===== config.mk =====
export PLATFORM = sky130hd
export DESIGN_NAME = power_mode_wakeup_controller
export DESIGN_NICKNAME = d
export VERILOG_FILES = /design/src/power_mode_wakeup_controller.v
export VERILOG_INCLUDE_DIRS = /design/src /design/src/src
export SDC_FILE = /design/constraint.sdc
export NUM_CORES = 1
export LEC_CHECK = 0
export BUFFER_PORTS_ARGS = -buffer_cell sky130_fd_sc_hd__clkbuf_2
export CORE_ASPECT_RATIO = 1.25
export CORE_MARGIN = 3
export CORE_UTILIZATION = 50
export DETAILED_ROUTE_END_ITERATION = 8
export PLACE_DENSITY = 0.9
export SYNTH_ARGS = -nofsm -noshare
export SYNTH_HDL_FRONTEND = slang
export SYNTH_SLANG_ARGS = --single-unit
export TNS_END_PERCENT = 50

===== constraint.sdc =====
create_clock -name CLK -period 5.4 [get_ports CLK]
set_clock_uncertainty 0.05 [all_clocks]
set_input_delay 0.27 -clock CLK [delete_from_list [all_inputs] [get_ports CLK]]
set_output_delay 0.27 -clock CLK [all_outputs]
set_load 0.02 [all_outputs]

===== src/pwr_mode_consts.vh =====
/*
 * Constants for the power-mode and wake-up controller: mode codes,
 * wake-up delays, pin count.
 * Assumes inclusion by bare name from the controller source.
 */
`ifndef PWR_MODE_CONSTS_VH
`define PWR_MODE_CONSTS_VH

`define MODE_RUN          2'h0
`define MODE_SAVE         2'h1
`define MODE_DOWN         2'h2
`define MODE_WAKE         2'h3
`define WAKE_NORMAL_CYC   12'h800
`define WAKE_FAST_CYC     12'h020
`define WAKE_CNT_W        12
`define PIN_COUNT         8
`define CMP_EN_BIT        7
`define CMP_WAKE_BIT      6
`define FAST_WAKE_BIT     5
`define WDOG_EN_BIT       1

`endif


===== src/power_mode_wakeup_controller.v =====
/*
 * Power-mode and wake-up controller: run, power-save and power-down
 * states, clock/oscillator/program-memory gating, wake-up detection
 * and a wake-up delay counted in slow oscillator cycles.
 * Assumes the slow oscillator tick and all pins are asynchronous
 * and synchronised here; core stop requests and timer match flags
 * come from logic on CLK.
 */
`timescale 1ns/1ns
`include "pwr_mode_consts.vh"

module power_mode_wakeup_controller #(
  parameter PINS = `PIN_COUNT
) (
  input  wire            CLK,               // System clock, 250 MHz
  input  wire            RSTN,              // Async reset, active low
  input  wire            STOP_SAVE,         // Core issues power-save stop (pulse)
  input  wire            STOP_DOWN,         // Core issues power-down stop (pulse)
  input  wire            SLOW_OSC_TICK,     // Slow oscillator clock level (async)
  input  wire            FAST_OSC_EN_CFG,   // Software fast oscillator enable
  input  wire            SLOW_OSC_EN_CFG,   // Software slow oscillator enable
  input  wire [7:0]      CLOCK_MODE,        // Clock mode register image
  input  wire [7:0]      COMPARATOR_CONTROL, // Comparator control register image
  input  wire [7:0]      COMPARATOR_SELECT, // Comparator select register image
  input  wire [7:0]      MISC_CFG,          // Misc register image (bit 5 fast wake)
  input  wire            SLOW_BOOT,         // Slow boot-up configuration
  input  wire            CMP_OUT_EVT,       // Comparator wake event (async)
  input  wire            T16_MATCH,         // Sixteen-bit timer reached target
  input  wire            T16_SYSTEM_CLOCK_SOURCE_SRC,    // Sixteen-bit timer on system clock
  input  wire            T16_SRC_ON,        // Its source oscillator running
  input  wire            T8_MATCH,          // Eight-bit timer reached target
  input  wire            T8_SYSTEM_CLOCK_SOURCE_SRC,     // Eight-bit timer on system clock
  input  wire            T8_SRC_ON,         // Its source oscillator running
  input  wire [PINS-1:0] PIN_IN,            // Port A pin levels (async)
  input  wire [PINS-1:0] PIN_INPUT_MODE,    // Per-pin input mode
  input  wire [PINS-1:0] PIN_DIG_EN,        // Per-pin digital-input enable
  output reg             SYS_CLK_EN,        // System clock to core enabled
  output reg             FAST_OSC_EN,       // Fast internal oscillator enable
  output reg             SLOW_OSC_EN,       // Slow internal oscillator enable
  output reg             PROG_MEM_EN,       // Program memory powered
  output reg             T16_COUNT_EN,      // Sixteen-bit timer may count
  output reg             T8_COUNT_EN,       // Eight-bit timer may count
  output reg             WDOG_EN,           // Watchdog running
  output reg             CORE_RESUME,       // Core continues past stop (pulse)
  output reg  [1:0]      POWER_STATE        // Current state code
);

  localparam [1:0] RUN  = `MODE_RUN;
  localparam [1:0] SAVE = `MODE_SAVE;
  localparam [1:0] DOWN = `MODE_DOWN;
  localparam [1:0] WAKE = `MODE_WAKE;

  reg [1:0]             state_r;
  reg [1:0]             state_nxt;
  reg                   from_down_r;
  reg [PINS-1:0]        pin_s1_r;
  reg [PINS-1:0]        pin_s2_r;
  reg [PINS-1:0]        pin_ref_r;
  reg [2:0]             tick_s_r;
  reg [1:0]             cmp_s_r;
  reg [`WAKE_CNT_W-1:0] wcnt_r;
  reg [`WAKE_CNT_W-1:0] wtarget_r;
  wire                  tick_rise;
  wire [PINS-1:0]       pin_armed;
  wire                  pin_wake;
  wire                  t16_wake;
  wire                  t8_wake;
  wire                  cmp_wake;
  wire                  wake_evt;
  wire                  fast_sel;

  // Synchronisers; first stages read only by second stages
  always @(posedge CLK or negedge RSTN) begin
    if (!RSTN) begin
      pin_s1_r <= {PINS{1'b0}};
      pin_s2_r <= {PINS{1'b0}};
      tick_s_r <= 3'h0;
      cmp_s_r  <= 2'h0;
    end else begin
      pin_s1_r <= PIN_IN;
      pin_s2_r <= pin_s1_r;
      tick_s_r <= {tick_s_r[1:0], SLOW_OSC_TICK};
      cmp_s_r  <= {cmp_s_r[0], CMP_OUT_EVT};
    end
  end

  assign tick_rise = tick_s_r[1] & ~tick_s_r[2];

  // Enabled pins per state
  assign pin_armed = (state_r == DOWN) ? PIN_DIG_EN
                                       : (PIN_DIG_EN & PIN_INPUT_MODE);
  assign pin_wake  = |(pin_armed & (pin_s2_r ^ pin_ref_r));

  // Timers wake only if not on system clock and source alive
  assign t16_wake = T16_MATCH & ~T16_SYSTEM_CLOCK_SOURCE_SRC & T16_SRC_ON;
  assign t8_wake  = T8_MATCH & ~T8_SYSTEM_CLOCK_SOURCE_SRC & T8_SRC_ON;
  assign cmp_wake = cmp_s_r[1] & COMPARATOR_CONTROL[`CMP_EN_BIT]
                    & COMPARATOR_SELECT[`CMP_WAKE_BIT];

  assign wake_evt = (state_r == DOWN) ? pin_wake
                  : (state_r == SAVE) ? (pin_wake | t16_wake | t8_wake | cmp_wake)
                  : 1'b0;

  assign fast_sel = MISC_CFG[`FAST_WAKE_BIT] & SLOW_BOOT;

  always @* begin
    state_nxt = state_r;
    case (state_r)
      RUN: begin
        if (STOP_DOWN)
          state_nxt = DOWN;
        else if (STOP_SAVE)
          state_nxt = SAVE;
      end
      SAVE: begin
        if (wake_evt)
          state_nxt = WAKE;
      end
      DOWN: begin
        if (wake_evt)
          state_nxt = WAKE;
      end
      WAKE: begin
        if (tick_rise && wcnt_r == wtarget_r - 1'b1)
          state_nxt = RUN;
      end
      default: state_nxt = RUN;
    endcase
  end

  always @(posedge CLK or negedge RSTN) begin
    if (!RSTN) begin
      state_r     <= RUN;
      from_down_r <= 1'b0;
      pin_ref_r   <= {PINS{1'b0}};
      wcnt_r      <= {`WAKE_CNT_W{1'b0}};
      wtarget_r   <= `WAKE_NORMAL_CYC;
    end else begin
      state_r <= state_nxt;
      if (state_r == RUN) begin
        pin_ref_r   <= pin_s2_r;
        from_down_r <= STOP_DOWN;
      end
      if (state_nxt == WAKE && state_r != WAKE) begin
        wcnt_r    <= {`WAKE_CNT_W{1'b0}};
        wtarget_r <= fast_sel ? `WAKE_FAST_CYC : `WAKE_NORMAL_CYC;
      end else if (state_r == WAKE && tick_rise) begin
        wcnt_r <= wcnt_r + 1'b1;
      end
    end
  end

  // Output gating; nothing here touches core or memory contents
  always @(posedge CLK or negedge RSTN) begin
    if (!RSTN) begin
      SYS_CLK_EN   <= 1'b1;
      FAST_OSC_EN  <= 1'b1;
      SLOW_OSC_EN  <= 1'b1;
      PROG_MEM_EN  <= 1'b1;
      T16_COUNT_EN <= 1'b1;
      T8_COUNT_EN  <= 1'b1;
      WDOG_EN      <= 1'b0;
      CORE_RESUME  <= 1'b0;
      POWER_STATE  <= RUN;
    end else begin
      POWER_STATE <= state_nxt;
      SYS_CLK_EN  <= (state_nxt == RUN);
      PROG_MEM_EN <= (state_nxt == RUN);
      // Power-down stops both; wake from it restarts on slow osc
      FAST_OSC_EN <= FAST_OSC_EN_CFG & ~(state_nxt == DOWN)
                     & ~(state_nxt == WAKE & from_down_r);
      SLOW_OSC_EN <= SLOW_OSC_EN_CFG & ~(state_nxt == DOWN)
                     | (state_nxt == WAKE);
      T16_COUNT_EN <= (state_nxt == RUN)
                      | ((state_nxt == SAVE) & ~T16_SYSTEM_CLOCK_SOURCE_SRC & T16_SRC_ON);
      T8_COUNT_EN  <= (state_nxt == RUN)
                      | ((state_nxt == SAVE) & ~T8_SYSTEM_CLOCK_SOURCE_SRC & T8_SRC_ON);
      WDOG_EN     <= CLOCK_MODE[`WDOG_EN_BIT] & SLOW_OSC_EN_CFG
                     & (state_nxt != DOWN);
      CORE_RESUME <= (state_r == WAKE) & (state_nxt == RUN);
    end
  end

endmodule // power_mode_wakeup_controller


# After elaboration in Yosys (flattened, before gate mapping)
# Cells that the tools add are included.
[totals] out_inout_bits=10 register_bits=63 word_cells=79
[classes] muxes=11 add_sub_neg=2 n_reduce_logical=8 bitwise=33 n_eq_ne=9
[op_table] op="$mux W12" count=3
[op_table] op="$and A1 B1 Y1" count=19
[op_table] op="$and A8 B8 Y8" count=2
[op_table] op="$add A12 B1 Y12 const B" count=1
[op_table] op="$eq A12 B12 Y1" count=1
[op_table] op="$sub A12 B1 Y12 const B" count=1
[op_table] op="$eq A2 B2 Y1 const B" count=4
[op_table] op="$mux W2" count=4
[op_table] op="$mux W8" count=1
[op_table] op="$reduce_or A8 Y1" count=1
[op_table] op="$xor A8 B8 Y8" count=1
[op_table] op="$or A1 B1 Y1" count=6
[op_table] op="$pmux W2 S3" count=1
[op_table] op="$not A1 Y1" count=5
[op_table] op="$eq A2 B1 Y1 const B" count=2
[op_table] op="$logic_not A2 Y1" count=2
[op_table] op="$ne A2 B2 Y1 const B" count=2
[op_table] op="$logic_and A1 B1 Y1" count=3
[op_table] op="$mux W1" count=2
[op_table] op="$reduce_bool A2 Y1" count=1
[op_table] op="$reduce_or A2 Y1" count=1

# Depth between registers and ports, before layout
# Gate-level depths: netlist of run 1.
[logic_depth] depth_word=15 depth_mapped=10

# Worst setup path before layout of run 1
# No wires, ideal clock.
[synth_path] path_kind="register -> register" start="reg, netlist name POWER_STATE[1]" end="reg wcnt_r[4]" period_less_slack_ns=2.476 slack_ns=2.924 setup_ns=0.136 path_stages_with_launch=10 arrival_time_ns=2.290 cell_sequence="dfrtp_1 -> inv_1 -> ha_1 -> o21ai_1 -> o21ai_0 -> o21ai_0 -> a31o_2 -> a2111oi_4 -> clkbuf_1 -> nor3_1"
[synth_rtl] element="end signal, assigned" line_no="power_mode_wakeup_controller.v:136" rtl="wcnt_r <= {`WAKE_CNT_W{1'b0}};"
[synth_rtl] element="end signal, assigned" line_no="power_mode_wakeup_controller.v:145" rtl="wcnt_r <= {`WAKE_CNT_W{1'b0}};"
[synth_rtl] element="end signal, assigned" line_no="power_mode_wakeup_controller.v:148" rtl="wcnt_r <= wcnt_r + 1'b1;"
[synth_rtl] element="end, declared" line_no="power_mode_wakeup_controller.v:61" rtl="reg [`WAKE_CNT_W-1:0] wcnt_r;"

==> summary.md, run 1 <==
| Metric | Value |
|---|---|
| Switching Fraction | `about two fifths` |
| Flop2flop setup slack | `2440 ps` |
| Outcome | `finished clean` |
| Pre-antenna DRT Iters | `5` |
| Most common cell in the netlist | `dfrtp_1` |
| Largest net degree at the start of global routing | `54` |
| WP data required | `around 5600 ps` |
| Dpl cells | `296` |
| Via count | `1590` |
| R2R cell count | `8` |
| Buffers on Ports | `52` |
| Post-synth EDFFs | `0` |
| Unique masters post-synth | `41` |
| Layout cells sized above 1 | `32.0%` |
| Worst-skew pair later-pin latency | `310 ps` |
| Slew HR | `42.7%` |
| Chip Height | `81.4 um` |
| Setup TNS | `0 ps` |
| Drt total wl | `between 4 and 5 mm` |
| Sw Pwr | `542 uW` |
| Vias in the first global route | `roughly 1600` |
| Dpl hpwl | `3.17 mm` |
| Die Width | `66.3 um` |
| Worst Path Max Fanout | `14` |
| Nets@finish | `332` |
| Post-DR wirelength/cell | `13.8 um` |
| MaxCap Viol Count | `0` |
| GRT met2 Usage | `32.7%` |
| Fmax | `0.338 GHz` |
| Core box area | `4230 um2` |
| PostCTS Resize Cnt | `0` |
| Sequential power share | `43.9%` |
| Syn nets | `270` |
| Met3 Usage GRT | `4.29%` |
| First-pass GRT wire length | `7.27 mm` |
| Clock power share | `between 15 and 20%` |
| Clk slew on worst S/H paths | `110 ps` |
| Leakage power | `0.00128 uW` |
| Filler cells | `approximately 340` |
| Top FF cell, synth | `dfrtp_1` |
| Final Non-Filler Cells | `312` |
| Overall Global Routing Usage | `around 18%` |
| Drt initial violations | `95` |
| DR vias/cell | `slightly above 5` |
| Area Growth Syn to Fin | `21.1%` |
| VDD IR max | `0.325 mV` |
| M1 GR Usage | `20.5%` |
| Placer congestion estimate | `0.878` |
| Initial antenna violation count | `0` |
| H-Tree Level Count | `2` |
| # DRC | `0` |
| CTS tree | `built` |
| CTS Sinks | `53` |
| Tcrit/Tclk final | `54.9%` |
| Area contributors post-synth | `dfrtp_1 (52%), dfstp_2 (6.9%), mux2_2 (4.5%)` |
| Crit start category | `flip-flop` |
| Mean Syn Cell Area | `11.8 um2` |
| Post-Syn Area | `2270 um2` |
| Area leader, netlist | `dfrtp_1` |
| RSZ-0062 raised after global routing | `no` |
| Num CTS Buffers | `5` |
| Die ar. | `approximately 5400 um2` |
| Clk buf depth | `2` |
| Post-layout minimum cycle time | `2960 ps` |
| Register area share after synthesis | `58.7%` |
| Post-Syn Instances | `193` |
| Top post-synthesis cells by count | `dfrtp_1 (47), nor2_1 (15), nand2_1 (14), xnor2_1 (11), o21ai_1 (10)` |
| YS warnings | `0` |
| Synth Register Bits | `53` |
| Pwr dens | `515 nW/um2` |
| # setup viols final | `0` |
| Hold Vio Cnt, Final | `0` |
| Post-DRT Antenna Nets | `0` |
| Initial core utilization | `53.8%` |
| Kind of critical path | `flip-flop to flip-flop` |
| Top cell type's share of synthesized area | `51.7%` |
| Inserted Diodes | `0` |
| Internal Dissipation | `877 uW` |
| Crit. End Element | `flip-flop` |
| Total gr overflow | `0` |
| Min-Delay Path Class | `primary input to asynchronous set/reset pin` |
| I/O pins | `between 80 and 90` |
| GR peak layer | `met2` |
| Row count | `26` |
| Fin. max-slew vios | `0` |
| CP Data Arrival Time | `3150 ps` |
| Combinational Power Share | `roughly two fifths` |
| FFs w/ async S/R, synth | `100%` |
| Slew of the pin with the lowest slew margin | `859 ps` |
| Clock root buffer | `clkbuf_8` |
## cells by family (layout without fill, tap and decap cells)
family / after synthesis / count (layout) / synth area share, %
AND/OR/NAND/NOR: 56 / 56 / 12.4
flip-flops: 53 / 53 / 58.7
AO/OA/AOI/OAI: 35 / 35 / 10.2
XOR/XNOR: 18 / 18 / 6.93
buffers and inverters: 13 / 76 / 2.70
multiplexers: 12 / 12 / 5.83
adder cells (fa/ha/maj): 6 / 6 / 3.30
## state kept, by name, summed over array words and instances (netlist names)
register and flops:
FAST_OSC_EN 1, POWER_STATE 2, pin_ref_r 8, tick_s_r 3
PROG_MEM_EN 1, wtarget_r 2, SLOW_OSC_EN 1, T8_COUNT_EN 1
from_down_r 1, CORE_RESUME 1, pin_s2_r 8, WDOG_EN 1
pin_s1_r 8, wcnt_r 12, cmp_s_r 2, T16_COUNT_EN 1
## critical path, cell delays in order (launching register included)
cell and delay, ps:
dfrtp_1 470, inv_1 140, ha_1 370, o21ai_1 220, o21ai_0 180, o21ai_0 90
a31o_2 300, a2111oi_4 680, mux2_1 390
## final timing paths
kind | to | from
setup / recovery | wtarget_r[11]$_DFFE_PN1N_ | POWER_STATE[0]$_DFF_PN0_
hold / removal | pin_ref_r[2]$_DFFE_PN0N_ | RSTN
setup reg to reg | wtarget_r[11]$_DFFE_PN1N_ | POWER_STATE[0]$_DFF_PN0_
hold reg to reg | pin_s2_r[7]$_DFF_PN0_ | pin_s1_r[7]$_DFF_PN0_
max in group asynchronous | wcnt_r[10]$_DFFE_PN0P_ | RSTN
min in group CLK | pin_s1_r[4]$_DFF_PN0_ | PIN_IN[4]
## cell usage in the layout, fill, tap and decap left out, drive strengths merged
cell         count
clkinv           1
a31o             1
dfstp            6
a21bo            1
a32oi            1
nand3            5
ha               6
nand3b           3
nand2           14
clkbuf          57
and4             1
xnor2           11
buf              1
a41oi            1
nand2b           1
nor4             2
dlygate4sd3      8
or2              2
xor2             7
nor3             3
o211ai           2
nand4            2
or4              1
a21oi            5
o21ai           16
mux2i            2
and2             1
mux2            10
a211o            1
a21boi           1
inv              9
o22ai            4
dfrtp           47
nor2            15
a31oi            1
nor2b            2
a2111oi          1
and3             4
## power by group through the flow
| stage | clock network (uW) | registers [uW] | logic, uW |
|---|---|---|---|
| finish | 236 | 623 | 559 |
| detailed placement | 0 | 630 | 558 |
| CTS | 243 | 623 | 563 |
| global placement | 0 | 619 | 534 |
| global route | 260 | 638 | 624 |
| floorplan | 0 | 647 | 408 |
## cell type report
| cell class | instances | area, um2 | share of cell area (%) |
|---|---|---|---|
| multi-input cells | 127 | 878 | 31.9 |
| inverters | 7 | 26.3 | 0.954 |
| repair buffers | 61 | 348 | 12.6 |
| clock inverters | 3 | 28.8 | 1.04 |
| clock buffers | 5 | 68.8 | 2.50 |
| well taps | 56 | 70.1 | 2.54 |
| flip-flops and latches | 53 | 1330 | 48.4 |
## layer usage
| layer | wire (um) | up-vias |
|---|---|---|
| met5 | 0 | - |
| met4 | 65 | 0 |
| met1 | 1700 | 742 |
| li1 | - | 787 |
| met2 | 2320 | 55 |
| met3 | 226 | 6 |
## metrics by stage
step / setup slack (ps) / instance area, um2 / utilization [%] / hold WS (ps) / total power [uW]
final: 2440 / 2750 / 65.1 / 1.59 / 1420
after CTS: 2440 / 2740 / 64.9 / 1.64 / 1430
after floorplan: 2920 / 2270 / - / -75.6 / 1050
after detailed placement: 2460 / 2580 / 60.9 / 285 / 1190
after global placement: 2560 / 2580 / 60.9 / 282 / 1150
after global routing: 2300 / 2750 / 65.1 / 0.350 / 1520
## what timing repair did
| action | 4_1_cts | 5_1_grt |
|---|---|---|
| endpoints found under the hold margin | 7 | 1 |
| hold buffers | 7 | 1 |
| buffers inserted | 0 | 0 |
Note: power is estimated with default switching activity, not from simulation.
==> run 2: changes to the inputs <==
--- a/config.mk
+++ b/config.mk
@@ -9,9 +9,9 @@
 export BUFFER_PORTS_ARGS = -buffer_cell sky130_fd_sc_hd__clkbuf_2
 export CORE_ASPECT_RATIO = 1.25
 export CORE_MARGIN = 3
-export CORE_UTILIZATION = 50
+export CORE_UTILIZATION = 49
 export DETAILED_ROUTE_END_ITERATION = 8
-export PLACE_DENSITY = 0.9
+export PLACE_DENSITY = 0.89
 export SYNTH_ARGS = -nofsm -noshare
 export SYNTH_HDL_FRONTEND = slang
 export SYNTH_SLANG_ARGS = --single-unit
==> constraint.sdc (replaced) <==
create_clock -name CLK -period 3 [get_ports CLK]
set_clock_uncertainty 0.05 [all_clocks]
set_input_delay 0.15 -clock CLK [delete_from_list [all_inputs] [get_ports CLK]]
set_output_delay 0.15 -clock CLK [all_outputs]
set_load 0.02 [all_outputs]
==> run 2 against run 1 <==
Critical path depth up 1; sequential share of layout area decreased by 1.5 points; wire length increased by 7.6%; via count increased by 5.7%; cell area increased by 3.1%; non-clock buffer count grew 7; hold slack improved by 13 ps; global-route usage up 1.0 points; combinational power increased by 88%; highest routed layer unchanged.
==> summary.md, run 2 (synthesized netlist as in run 1, its figures left out) <==
| Metric | Value |
|---|---|
| Largest net degree at the start of global routing | `31` |
| Clk slew on worst S/H paths | `90 ps` |
| Fin. max-slew vios | `0` |
| I/O pins | `81` |
| Post-DRT Antenna Nets | `0` |
| Area Growth Syn to Fin | `24.9%` |
| Worst r2r dst | `wtarget_r[5]$_DFFE_PN0N_` |
| Num CTS Buffers | `5` |
| VDD IR max | `0.366 mV` |
| CP Data Arrival Time | `2800 ps` |
| Placer congestion estimate | `0.887` |
| Hold Path Cell Cnt | `3` |
| Max reg flops | `12` |
| Drt total wl | `about 4.6 mm` |
| Post-DR wirelength/cell | `14.5 um` |
| Dpl hpwl | `3.33 mm` |
| H-Tree Level Count | `2` |
| MaxCap Viol Count | `0` |
| Core box area | `4430 um2` |
| Post-CTS Hold Buffers | `13` |
| Hold path endpoint | `WDOG_EN$_DFF_PN0_` |
| Biggest register | `wcnt_r` |
| CTS tree | `built` |
| Die ar. | `5500 um2` |
| Die Width | `roughly 67 um` |
| Outcome | `finished clean` |
| Crit. End Element | `flip-flop` |
| Slew of the pin with the lowest slew margin | `a little under 600 ps` |
| Total gr overflow | `0` |
| Dpl cells | `300` |
| Worst-skew pair later-pin latency | `approximately 300 ps` |
| Commonest non-fill, non-tap cells in the layout | `clkbuf_2 (52), dfrtp_1 (47), nor2_1 (15)` |
| # setup viols final | `0` |
| Min-delay src | `CLOCK_MODE[1]` |
| Chip Height | `82.2 um` |
| Final Hold Slack | `~15 ps` |
| Clock root buffer | `clkbuf_8` |
| Fmax | `0.383 GHz` |
| Slew HR | `61.4%` |
| Pwr dens | `935 nW/um2` |
| Initial antenna violation count | `0` |
| Final Core Density | `64.2%` |
| Crit start category | `flip-flop` |
| # DRC | `0` |
| Min-Delay Path Class | `primary input to flip-flop` |
| RSZ-0062 raised after global routing | `no` |
| Initial core utilization | `51.4%` |
| Row count | `27` |
| Leakage power | `about 0.0013 uW` |
| Nets@finish | `roughly 340` |
| Setup TNS | `0 ps` |
| Hold Vio Cnt, Final | `0` |
| Overall Global Routing Usage | `between 10% and 20%` |
| R2R cell count | `9` |
| Worst Path Max Fanout | `10` |
| Inserted Diodes | `0` |
| Tcrit/Tclk final | `a little under 90%` |
| Flop2flop setup slack | `390 ps` |
| Reg-to-reg startpoint | `POWER_STATE[0]$_DFF_PN0_` |
| Commonest non-fill, non-tap cell in the layout | `clkbuf_2` |
| Clk buf depth | `2` |
| Final Non-Filler Cells | `321` |
| PostCTS Resize Cnt | `0` |
| Layout cells sized above 1 | `31.9%` |
| Drt initial violations | `91` |
| CTS Sinks | `53` |
| DR vias/cell | `5.24` |
| Post-CTS setup buffers | `0` |
| Buffers on Ports | `52` |
| WP data required | `3180 ps` |
| Via count | `around 1700` |
| Vias in the first global route | `between 1500 and 2000` |
| Kind of critical path | `flip-flop to flip-flop` |
| Pre-antenna DRT Iters | `6` |
| Post-layout minimum cycle time | `2610 ps` |
| First-pass GRT wire length | `7.80 mm` |
run 2: cell count changes in the layout (fill, tap and decap cells not counted), sizes merged:
cell,delta
clkinvlp,+1
dlygate4sd3,+5
buf,+2
inv,-2
bufinv,+1
run 2: worst max-delay path by stage:
stage	from	end	slack [ps]	cells past startpoint
2_1_floorplan	POWER_STATE[1]$_DFF_PN0_	wcnt_r[4]$_DFFE_PN0P_	520	9
3_3_place_gp	POWER_STATE[0]$_DFF_PN0_	wtarget_r[5]$_DFFE_PN0N_	550	9
3_5_place_dp	POWER_STATE[0]$_DFF_PN0_	wtarget_r[5]$_DFFE_PN0N_	450	9
4_1_cts	POWER_STATE[0]$_DFF_PN0_	wtarget_r[5]$_DFFE_PN0N_	400	9
5_1_grt	POWER_STATE[1]$_DFF_PN0_	wtarget_r[5]$_DFFE_PN0N_	220	9
6_report	POWER_STATE[0]$_DFF_PN0_	wtarget_r[5]$_DFFE_PN0N_	390	9
run 2: worst max-delay path: stages (launching register included):
cell and delay (ps):
dfrtp_1 470, inv_1 140, ha_1 370, o21ai_1 230, o21ai_0 180, o21ai_0 90, a31o_2 300, a2111oi_4 300
buf_4 230, mux2i_1 180
run 2: per-layer routing:
| layer | routed length (um) | share of wire, % | vias up | track usage [%] |
|---|---|---|---|---|
| met3 | 158 | 3.4 | 16 | 3.11 |
| met5 | 0 | 0 | - | 0 |
| met2 | 2480 | 53 | 47 | 35.1 |
| met4 | 152 | 3.3 | 0 | 9.94 |
| li1 | - | - | 802 | - |
| met1 | 1850 | 40 | 816 | 21.0 |
run 2: per-stage QoR:
step           setup WS [ps]  area (um2)  power (uW)
3_5_place_dp             452        2590        2160
2_1_floorplan            524        2270        1900
3_3_place_gp             547        2590        2100
5_1_grt                  221        2840        2830
6_report                 386        2840        2650
4_1_cts                  404        2840        2670
run 2: final cells by class:
| type | count | area (um2) |
|---|---|---|
| Multi-Input combinational cell | 127 | 878 |
| Fill cell | 340 | 1590 |
| Clock inverter | 3 | 46.3 |
| Timing Repair Buffer | 68 | 413 |
| Sequential cell | 53 | 1330 |
| Inverter | 7 | 26.3 |
| Clock buffer | 5 | 68.8 |
| Tap cell | 58 | 72.6 |
run 2: power breakdown:
group | total (uW) | switching, uW | leakage, uW | internal [uW]
registers | 1120 | 168 | 0.000642 | 956
logic | 1050 | 576 | 0.000622 | 472
clock network | 483 | 234 | 0.0000543 | 250
